==> src/rtl/qpc_pkg.sv <==
// Purpose: shared constants for the quadrature position counter
// Assumes: classic wishbone slave, 32-bit data, byte addresses
// Notes:   registers hold 16 bits in the low lanes, upper bits read zero
package qpc_pkg;

  // ==========================================================
  // register byte offsets
  localparam logic [7:0] QPC_OFF_CTRL   = 8'h00;
  localparam logic [7:0] QPC_OFF_FILT   = 8'h04;
  localparam logic [7:0] QPC_OFF_POS    = 8'h08;
  localparam logic [7:0] QPC_OFF_MAX    = 8'h0c;
  localparam logic [7:0] QPC_OFF_STAT   = 8'h10;

  // ==========================================================
  // field positions
  localparam int unsigned QPC_CTRL_DIR_BIT   = 11;
  localparam int unsigned QPC_CTRL_MODE_HI   = 10;
  localparam int unsigned QPC_CTRL_MODE_LO   = 8;
  localparam int unsigned QPC_CTRL_SRC_BIT   = 0;
  localparam int unsigned QPC_FILT_OE_BIT    = 7;
  localparam int unsigned QPC_FILT_DIV_HI    = 6;
  localparam int unsigned QPC_FILT_DIV_LO    = 4;
  localparam int unsigned QPC_STAT_FLAG_BIT  = 0;
  localparam int unsigned QPC_STAT_DIR_BIT   = 1;

  // ==========================================================
  // reset values
  localparam logic [15:0] QPC_RST_CTRL = 16'h0000;
  localparam logic [15:0] QPC_RST_POS  = 16'h0000;
  localparam logic [15:0] QPC_RST_MAX  = 16'hffff;
  localparam logic [2:0]  QPC_RST_DIV  = 3'h0;

  // ==========================================================
  // position mode codes
  localparam logic [2:0] QPC_MODE_OFF    = 3'h0;
  localparam logic [2:0] QPC_MODE_TIMER  = 3'h1;
  localparam logic [2:0] QPC_MODE_X2_IDX = 3'h4;
  localparam logic [2:0] QPC_MODE_X2_MAX = 3'h5;
  localparam logic [2:0] QPC_MODE_X4_IDX = 3'h6;
  localparam logic [2:0] QPC_MODE_X4_MAX = 3'h7;

  // ==========================================================
  // filter timing
  localparam int unsigned QPC_FILT_SAMPLES = 3;
  localparam int unsigned QPC_DIV_W        = 8;

endpackage : qpc_pkg

==> src/rtl/qpc_counter.sv <==
// Purpose: quadrature position counter with timer mode and wishbone registers
// Assumes: phase and index pins are asynchronous, sleep_i is on clk_i
// Notes:   software writes to the position count win over counting
//
// Our own choices: the address map and the Wishbone interface to the registers.
`timescale 1ns/1ps
module qpc_counter
  import qpc_pkg::*;
#(
  parameter int unsigned CNT_W = 16
)(
  input  wire logic        clk_i,
  input  wire logic        rst_i,
  input  wire logic        wb_cyc_i,
  input  wire logic        wb_stb_i,
  input  wire logic        wb_we_i,
  input  wire logic [7:0]  wb_adr_i,
  input  wire logic [3:0]  wb_sel_i,
  input  wire logic [31:0] wb_dat_i,
  output logic      [31:0] wb_dat_o,
  output logic             wb_ack_o,
  input  wire logic        phase_a_input_i,
  input  wire logic        phase_b_input_i,
  input  wire logic        index_input_i,
  input  wire logic        sleep_i,
  output logic             match_flag_o
);

  // ==========================================================
  // registers and wires
  logic             count_direction;
  logic [2:0]       position_mode_select;
  logic             direction_source_select;
  logic             filter_output_enable;
  logic [2:0]       filter_clock_divider;
  logic [CNT_W-1:0] position_count_reg;
  logic [CNT_W-1:0] position_count_next;
  logic [CNT_W-1:0] max_count_reg;
  logic             flag_reg;
  logic             flag_set;
  logic             dir_reg;
  logic [2:0]       sync1_reg;
  logic [2:0]       sync2_reg;
  logic [2:0]       filt_out;
  logic [2:0]       sel_sig;
  logic [2:0]       prev_reg;
  logic [QPC_DIV_W-1:0] div_cnt_reg;
  logic [QPC_DIV_W-1:0] div_limit;
  logic             sample_tick;
  logic             bus_req;
  logic             bus_wr;
  logic             pos_wr;
  logic             run;
  logic             a_edge;
  logic             b_edge;
  logic             a_rise;
  logic             idx_rise;
  logic             enc_up;
  logic             tmr_up;
  logic             x2_mode;
  logic             x4_mode;
  logic             idx_mode;
  logic             max_mode;
  logic             enc_step;
  logic [15:0]      wdat;
  logic [15:0]      rdat;

  // ==========================================================
  // wishbone decode
  assign bus_req = wb_cyc_i && wb_stb_i && !wb_ack_o;
  assign bus_wr  = bus_req && wb_we_i;
  assign pos_wr  = bus_wr && (wb_adr_i[7:2] == QPC_OFF_POS[7:2]);

  always_comb begin
    wdat = 16'h0000;
    if (wb_adr_i[7:2] == QPC_OFF_CTRL[7:2]) begin
      wdat = {4'h0, count_direction, position_mode_select, 7'h00,
              direction_source_select};
    end else if (wb_adr_i[7:2] == QPC_OFF_FILT[7:2]) begin
      wdat = {8'h00, filter_output_enable, filter_clock_divider, 4'h0};
    end else if (wb_adr_i[7:2] == QPC_OFF_POS[7:2]) begin
      wdat = position_count_reg;
    end else if (wb_adr_i[7:2] == QPC_OFF_MAX[7:2]) begin
      wdat = max_count_reg;
    end
    if (wb_sel_i[0]) begin
      wdat[7:0] = wb_dat_i[7:0];
    end
    if (wb_sel_i[1]) begin
      wdat[15:8] = wb_dat_i[15:8];
    end
  end

  always_comb begin
    rdat = 16'h0000;
    if (wb_adr_i[7:2] == QPC_OFF_CTRL[7:2]) begin
      rdat = {4'h0, count_direction, position_mode_select, 7'h00,
              direction_source_select};
    end else if (wb_adr_i[7:2] == QPC_OFF_FILT[7:2]) begin
      rdat = {8'h00, filter_output_enable, filter_clock_divider, 4'h0};
    end else if (wb_adr_i[7:2] == QPC_OFF_POS[7:2]) begin
      rdat = position_count_reg;
    end else if (wb_adr_i[7:2] == QPC_OFF_MAX[7:2]) begin
      rdat = max_count_reg;
    end else if (wb_adr_i[7:2] == QPC_OFF_STAT[7:2]) begin
      rdat = {14'h0000, dir_reg, flag_reg};
    end
  end

  always_ff @(posedge clk_i) begin
    if (rst_i) begin
      wb_ack_o <= 1'b0;
      wb_dat_o <= 32'h0000_0000;
    end else begin
      wb_ack_o <= bus_req;
      if (bus_req && !wb_we_i) begin
        wb_dat_o <= {16'h0000, rdat};
      end
    end
  end

  // ==========================================================
  // control registers
  always_ff @(posedge clk_i) begin
    if (rst_i) begin
      count_direction         <= QPC_RST_CTRL[QPC_CTRL_DIR_BIT];
      position_mode_select    <= QPC_RST_CTRL[QPC_CTRL_MODE_HI:QPC_CTRL_MODE_LO];
      direction_source_select <= QPC_RST_CTRL[QPC_CTRL_SRC_BIT];
    end else if (bus_wr && (wb_adr_i[7:2] == QPC_OFF_CTRL[7:2])) begin
      count_direction         <= wdat[QPC_CTRL_DIR_BIT];
      position_mode_select    <= wdat[QPC_CTRL_MODE_HI:QPC_CTRL_MODE_LO];
      direction_source_select <= wdat[QPC_CTRL_SRC_BIT];
    end
  end

  always_ff @(posedge clk_i) begin
    if (rst_i) begin
      filter_output_enable <= 1'b0;
      filter_clock_divider <= QPC_RST_DIV;
    end else if (bus_wr && (wb_adr_i[7:2] == QPC_OFF_FILT[7:2])) begin
      filter_output_enable <= wdat[QPC_FILT_OE_BIT];
      filter_clock_divider <= wdat[QPC_FILT_DIV_HI:QPC_FILT_DIV_LO];
    end
  end

  always_ff @(posedge clk_i) begin
    if (rst_i) begin
      max_count_reg <= QPC_RST_MAX;
    end else if (bus_wr && (wb_adr_i[7:2] == QPC_OFF_MAX[7:2])) begin
      max_count_reg <= wdat[CNT_W-1:0];
    end
  end

  // ==========================================================
  // input synchronisers and filters
  always_ff @(posedge clk_i) begin
    if (rst_i) begin
      sync1_reg <= 3'h0;
      sync2_reg <= 3'h0;
    end else begin
      sync1_reg <= {index_input_i, phase_b_input_i, phase_a_input_i};
      sync2_reg <= sync1_reg;
    end
  end

  assign div_limit = (QPC_DIV_W'(1) << filter_clock_divider) - QPC_DIV_W'(1);

  always_ff @(posedge clk_i) begin
    if (rst_i) begin
      div_cnt_reg <= '0;
      sample_tick <= 1'b0;
    end else if (div_cnt_reg >= div_limit) begin
      div_cnt_reg <= '0;
      sample_tick <= 1'b1;
    end else begin
      div_cnt_reg <= div_cnt_reg + QPC_DIV_W'(1);
      sample_tick <= 1'b0;
    end
  end

  for (genvar ch = 0; ch < 3; ch++) begin : g_filt
    qpc_noise_filter u_filt (
      .clk_i       (clk_i),
      .rst_i       (rst_i),
      .sample_en_i (sample_tick),
      .din_i       (sync2_reg[ch]),
      .dout_o      (filt_out[ch])
    );
  end

  assign sel_sig = filter_output_enable ? filt_out : sync2_reg;

  always_ff @(posedge clk_i) begin
    if (rst_i) begin
      prev_reg <= 3'h0;
    end else begin
      prev_reg <= sel_sig;
    end
  end

  // ==========================================================
  // edge and direction decode
  assign a_edge   = sel_sig[0] ^ prev_reg[0];
  assign b_edge   = sel_sig[1] ^ prev_reg[1];
  assign a_rise   = sel_sig[0] && !prev_reg[0];
  assign idx_rise = sel_sig[2] && !prev_reg[2];
  assign enc_up   = sel_sig[0] ^ prev_reg[1];
  assign tmr_up   = direction_source_select ? sel_sig[1] : count_direction;
  assign x2_mode  = (position_mode_select == QPC_MODE_X2_IDX) ||
                    (position_mode_select == QPC_MODE_X2_MAX);
  assign x4_mode  = (position_mode_select == QPC_MODE_X4_IDX) ||
                    (position_mode_select == QPC_MODE_X4_MAX);
  assign idx_mode = (position_mode_select == QPC_MODE_X2_IDX) ||
                    (position_mode_select == QPC_MODE_X4_IDX);
  assign max_mode = (position_mode_select == QPC_MODE_X2_MAX) ||
                    (position_mode_select == QPC_MODE_X4_MAX);
  assign enc_step = (x2_mode && a_edge) ||
                    (x4_mode && (a_edge ^ b_edge));
  assign run      = !sleep_i;

  // ==========================================================
  // position count next value
  always_comb begin
    position_count_next = position_count_reg;
    flag_set            = 1'b0;
    if (run && (x2_mode || x4_mode)) begin
      if (idx_mode && idx_rise) begin
        position_count_next = '0;
      end else if (enc_step && enc_up) begin
        if (max_mode && (position_count_reg == max_count_reg)) begin
          position_count_next = '0;
        end else begin
          position_count_next = position_count_reg + CNT_W'(1);
        end
      end else if (enc_step) begin
        if (max_mode && (position_count_reg == '0)) begin
          position_count_next = max_count_reg;
        end else begin
          position_count_next = position_count_reg - CNT_W'(1);
        end
      end
    end else if (run && (position_mode_select == QPC_MODE_TIMER) && a_rise) begin
      if (tmr_up) begin
        if (position_count_reg == max_count_reg) begin
          position_count_next = '0;
          flag_set            = 1'b1;
        end else begin
          position_count_next = position_count_reg + CNT_W'(1);
        end
      end else begin
        if (position_count_reg == '0) begin
          position_count_next = max_count_reg;
          flag_set            = 1'b1;
        end else begin
          position_count_next = position_count_reg - CNT_W'(1);
        end
      end
    end
  end

  always_ff @(posedge clk_i) begin
    if (rst_i) begin
      position_count_reg <= QPC_RST_POS;
    end else if (pos_wr) begin
      position_count_reg <= wdat[CNT_W-1:0];
    end else begin
      position_count_reg <= position_count_next;
    end
  end

  // ==========================================================
  // status flag and direction
  always_ff @(posedge clk_i) begin
    if (rst_i) begin
      flag_reg <= 1'b0;
    end else if (flag_set) begin
      flag_reg <= 1'b1;
    end else if (bus_wr && (wb_adr_i[7:2] == QPC_OFF_STAT[7:2]) && wb_sel_i[0] &&
                 wb_dat_i[QPC_STAT_FLAG_BIT]) begin
      flag_reg <= 1'b0;
    end
  end

  always_ff @(posedge clk_i) begin
    if (rst_i) begin
      dir_reg <= 1'b0;
    end else if (run && enc_step) begin
      dir_reg <= enc_up;
    end
  end

  assign match_flag_o = flag_reg;
endmodule : qpc_counter

==> src/rtl/qpc_noise_filter.sv <==
// Purpose: three-sample digital noise filter for one input channel
// Assumes: din_i is already synchronised to clk_i
// Notes:   output moves only after three equal samples taken on sample_en_i
`timescale 1ns/1ps
module qpc_noise_filter
  import qpc_pkg::*;
(
  input  wire logic clk_i,
  input  wire logic rst_i,
  input  wire logic sample_en_i,
  input  wire logic din_i,
  output logic      dout_o
);

  // ==========================================================
  // sample history
  logic [1:0] hist_reg;

  always_ff @(posedge clk_i) begin
    if (rst_i) begin
      hist_reg <= 2'h0;
    end else if (sample_en_i) begin
      hist_reg <= {hist_reg[0], din_i};
    end
  end

  // ==========================================================
  // output update
  always_ff @(posedge clk_i) begin
    if (rst_i) begin
      dout_o <= 1'b0;
    end else if (sample_en_i && (hist_reg == {2{din_i}})) begin
      dout_o <= din_i;
    end
  end
endmodule : qpc_noise_filter

==> config.mk <==
export PLATFORM = sky130hd
export DESIGN_NAME = qpc_counter
export DESIGN_NICKNAME = d
export VERILOG_FILES = /design/src/rtl/qpc_pkg.sv /design/src/rtl/qpc_counter.sv /design/src/rtl/qpc_noise_filter.sv
export SDC_FILE = /design/constraint.sdc
export NUM_CORES = 1
export LEC_CHECK = 0
export BUFFER_PORTS_ARGS = -buffer_cell sky130_fd_sc_hd__buf_2
export CAP_MARGIN = 20
export CORE_UTILIZATION = 25
export CTS_BUF_LIST = sky130_fd_sc_hd__clkbuf_2 sky130_fd_sc_hd__clkbuf_4 sky130_fd_sc_hd__clkbuf_8
export CTS_CLUSTER_DIAMETER = 80
export CTS_CLUSTER_SIZE = 12
export DETAILED_ROUTE_END_ITERATION = 8
export HOLD_SLACK_MARGIN = 0.03
export PLACE_DENSITY_LB_ADDON = 0.15
export SETUP_SLACK_MARGIN = 0.15
export SLEW_MARGIN = 20
export SYNTH_ARGS = -nofsm -noshare
export SYNTH_HDL_FRONTEND = slang
export SYNTH_HIERARCHICAL = 1
export SYNTH_SLANG_ARGS = --single-unit
==> constraint.sdc <==
create_clock -name clk_i -period 2.62 [get_ports clk_i]
set_input_delay 0.655 -clock clk_i [delete_from_list [all_inputs] [get_ports clk_i]]
set_output_delay 0.655 -clock clk_i [all_outputs]
set_load 0.01 [all_outputs]
==> impl_metrics.tcl <==
set metrics [dict create \
    crit_required_ns 2.94 \
    hold_class "flop to flop" \
    critPathMaxStageDelay_ns 0.35 \
    finalHoldViolCount 0 \
    final_util_pct 31.2 \
    drc 0 \
    path_cells "mux2_4 -> ha_4 -> nand2b_1 -> mux2i_1 -> a32oi_2 -> a22oi_4 -> buf_12 -> buf_4 -> nand3_2 -> a221oi_2" \
    ys_async_sr_fraction_pct 0 \
    worst_slack_ns 0.278 \
    cts_buffers 9 \
    crit_family "compound AO/OA/AOI/OAI gates" \
    period_minus_slack_ns 2.34 \
    dr.first_iter.drc_count 336 \
    core_area_sq_um 24300 \
    start_util_pct 25.5 \
    synth_top_cells_by_area "dfxtp_1 (28%), mux2i_1 (5.0%), nor2_1 (4.7%)" \
    tightest_slew_ns 0.597 \
    tns_ns 0 \
    synth_top_cell_area_share_pct 28.1 \
    layout_commonest_cell "buf_4" \
    die_height_um 159 \
    fin_nets 925 \
    synth_warnings 6 \
    status "finished clean" \
    grt_pass1_wl_um 35200 \
    arrival_ns 2.66 \
    skew_ns 0.0184 \
    routed_wl_um 22600 \
    fin_cells 1188 \
    dp_slack_ns 0.0892 \
    htree_levels 3 \
    netlist_instances 762 \
    ir_worst_vdd_mv 0.281 \
    cts_tree "done" \
    max_freq_ghz 0.427 \
    critPathBufInv 2 \
    worstPathMaxFanout 9 \
    vias 5937 \
    ys_seq_area_share_pct 28.1 \
    setup_viol 0 \
    slew_headroom_pct 60.1 \
    wire_per_inst_um 19.0 \
    synth_edf_count 0 \
    leakage_nw 3.09 \
    dpl.cell_count 1164 \
    layout_common_cells "buf_4 (90), dfxtp_1 (84), nor2_1 (78), nand2_1 (73), buf_2 (50)" \
    ant_nets 0 \
    multi_input_area_sq_um 4100 \
    powerDensity_nw_per_um2 371 \
    clk_pin_slew_ns 0.10 \
    dr.pass1.iters 5 \
    syn_area_sq_um 6200 \
    row_count 57 \
    cts_sinks 87 \
    finalCritPeriodShare_pct 89.4 \
    finalMaxSlewViolations 0 \
    n_fill_cell 2570 \
    syn_avg_cell_area_sq_um 8.14 \
    grt_max_degree 27 \
    synth_flop_cell "dfxtp_1" \
    clock_latency_ns 0.40 \
    cts_max_path_buffers 2 \
    synth_cell_types 76 \
    synth-seq-cells 87 \
    drv_cap 0 \
    grt.total_usage_pct 18.1 \
    routed_via_density 5.00 \
    antenna_found_initial 0 \
    dieArea_sq_um 25400 \
    cp-end-kind "flop" \
    dp_hpwl_um 17300 \
    die_w_um 159 \
    cts_hold_buf 0 \
    areaGrowthSynthToFinish_pct 22.3 \
    first_global_vias 5793 \
    final_layout_size_suffix_gt1_share_pct 24.9 \
    worstSetupPathType "flop to flop" \
    pin_count 87 \
    antenna_cells 0 \
    slowest_stage "dfxtp_2" \
    numPortBuffers 50 \
    area.sequential_sq_um 1750 \
    yosysTopAreaCell "dfxtp_1" \
    rsz0062_at_grt "yes" \
    gp_congestion 0.860 \
    grt_overflow_total 0 \
    startpoint_type "flop" \
    root_buffer "clkbuf_8" \
]
==> layout make-up <==
type,count,share of cell area [%]
clock inverters,6,1.29
inverters,9,0.446
repair buffers,147,14.1
multi-input cells,605,54.0
well taps,324,5.35
flip-flops and latches,87,23.0
clock buffers,10,1.82
==> worst register-to-register path, stage by stage (launching register included) <==
cell and delay [ns]:
dfxtp_2 0.35, mux2_4 0.32, ha_4 0.27, nand2b_1 0.14, mux2i_1 0.21, a32oi_2 0.12
a22oi_4 0.25, buf_12 0.16, buf_4 0.12, nand3_2 0.07, a221oi_2 0.26
==> cells by family after synthesis <==
| logic type | synth area share [%] |
|---|---|
| and+or+nand+nor | 25.2 |
| AOI/OAI and AO/OA | 22.0 |
| DFF | 28.1 |
| buffers and inverters | 7.41 |
| xor gates and xnor gates | 7.06 |
| muxes | 7.53 |
| adders and majority gates | 2.62 |
| other | 0.121 |
==> final timing paths <==
kind                        start               endpoint  slack, ns  cells past startpoint
max          filter_output_enable  position_count_reg[9]       0.28                     10
min                  sync1_reg[1]           sync2_reg[1]       0.45                      1
max reg2reg  filter_output_enable  position_count_reg[9]       0.28                     10
min reg2reg          sync1_reg[1]           sync2_reg[1]       0.45                      1
==> report_power, final <==
group          leakage (nW)  switching (W)  internal [W]
clock                 0.120       0.000591      0.000581
sequential            0.705      0.0000147       0.00133
combinational          2.27       0.000174      0.000119
total                  3.09       0.000780       0.00203
==> cells in the mapped netlist (all sizes together) (6+ instances only) <==
cell type	count
dfxtp	87
nor2	80
nand2	74
buf	54
a21oi	41
mux2i	33
xnor2	33
nor3	31
nand3	29
o21ai	28
clkbuf	22
o211ai	20
xor2	17
a211oi	15
a31oi	14
nand4	14
ha	13
nor4	12
o2bb2ai	12
and2	9
inv	9
mux2	9
nor2b	8
or3	8
a221oi	7
a22oi	7
o31a	6
==> stage by stage <==
step	area (sq um)	power, W	hold slack [ns]
after floorplan	6260	0.00156	0.414
after global placement	7240	0.00167	0.416
after detailed placement	7240	0.00167	0.425
after CTS	7490	0.00286	0.448
after global routing	7580	0.00293	0.451
final	7580	0.00281	0.446
==> per-layer routing <==
metal / vias to the layer above / routed length (um) / share of wire, % / track usage, %
met3: 24 / 1040 / 4.6 / 2.53
met2: 161 / 10100 / 45 / 28.6
met1: 2801 / 11000 / 49 / 25.2
met5: - / 0 / 0 / 0
met4: 0 / 452 / 2.0 / 5.64
li1: 2951 / - / - / -
==> what timing repair did <==
item,4_1_cts,5_1_grt
setup endpoints to repair,2,18
buffers inserted,1,7
resized for setup,2,9
pin swaps,0,4
hold endpoints to repair,0,0
Power figures use the tool's default switching activity.
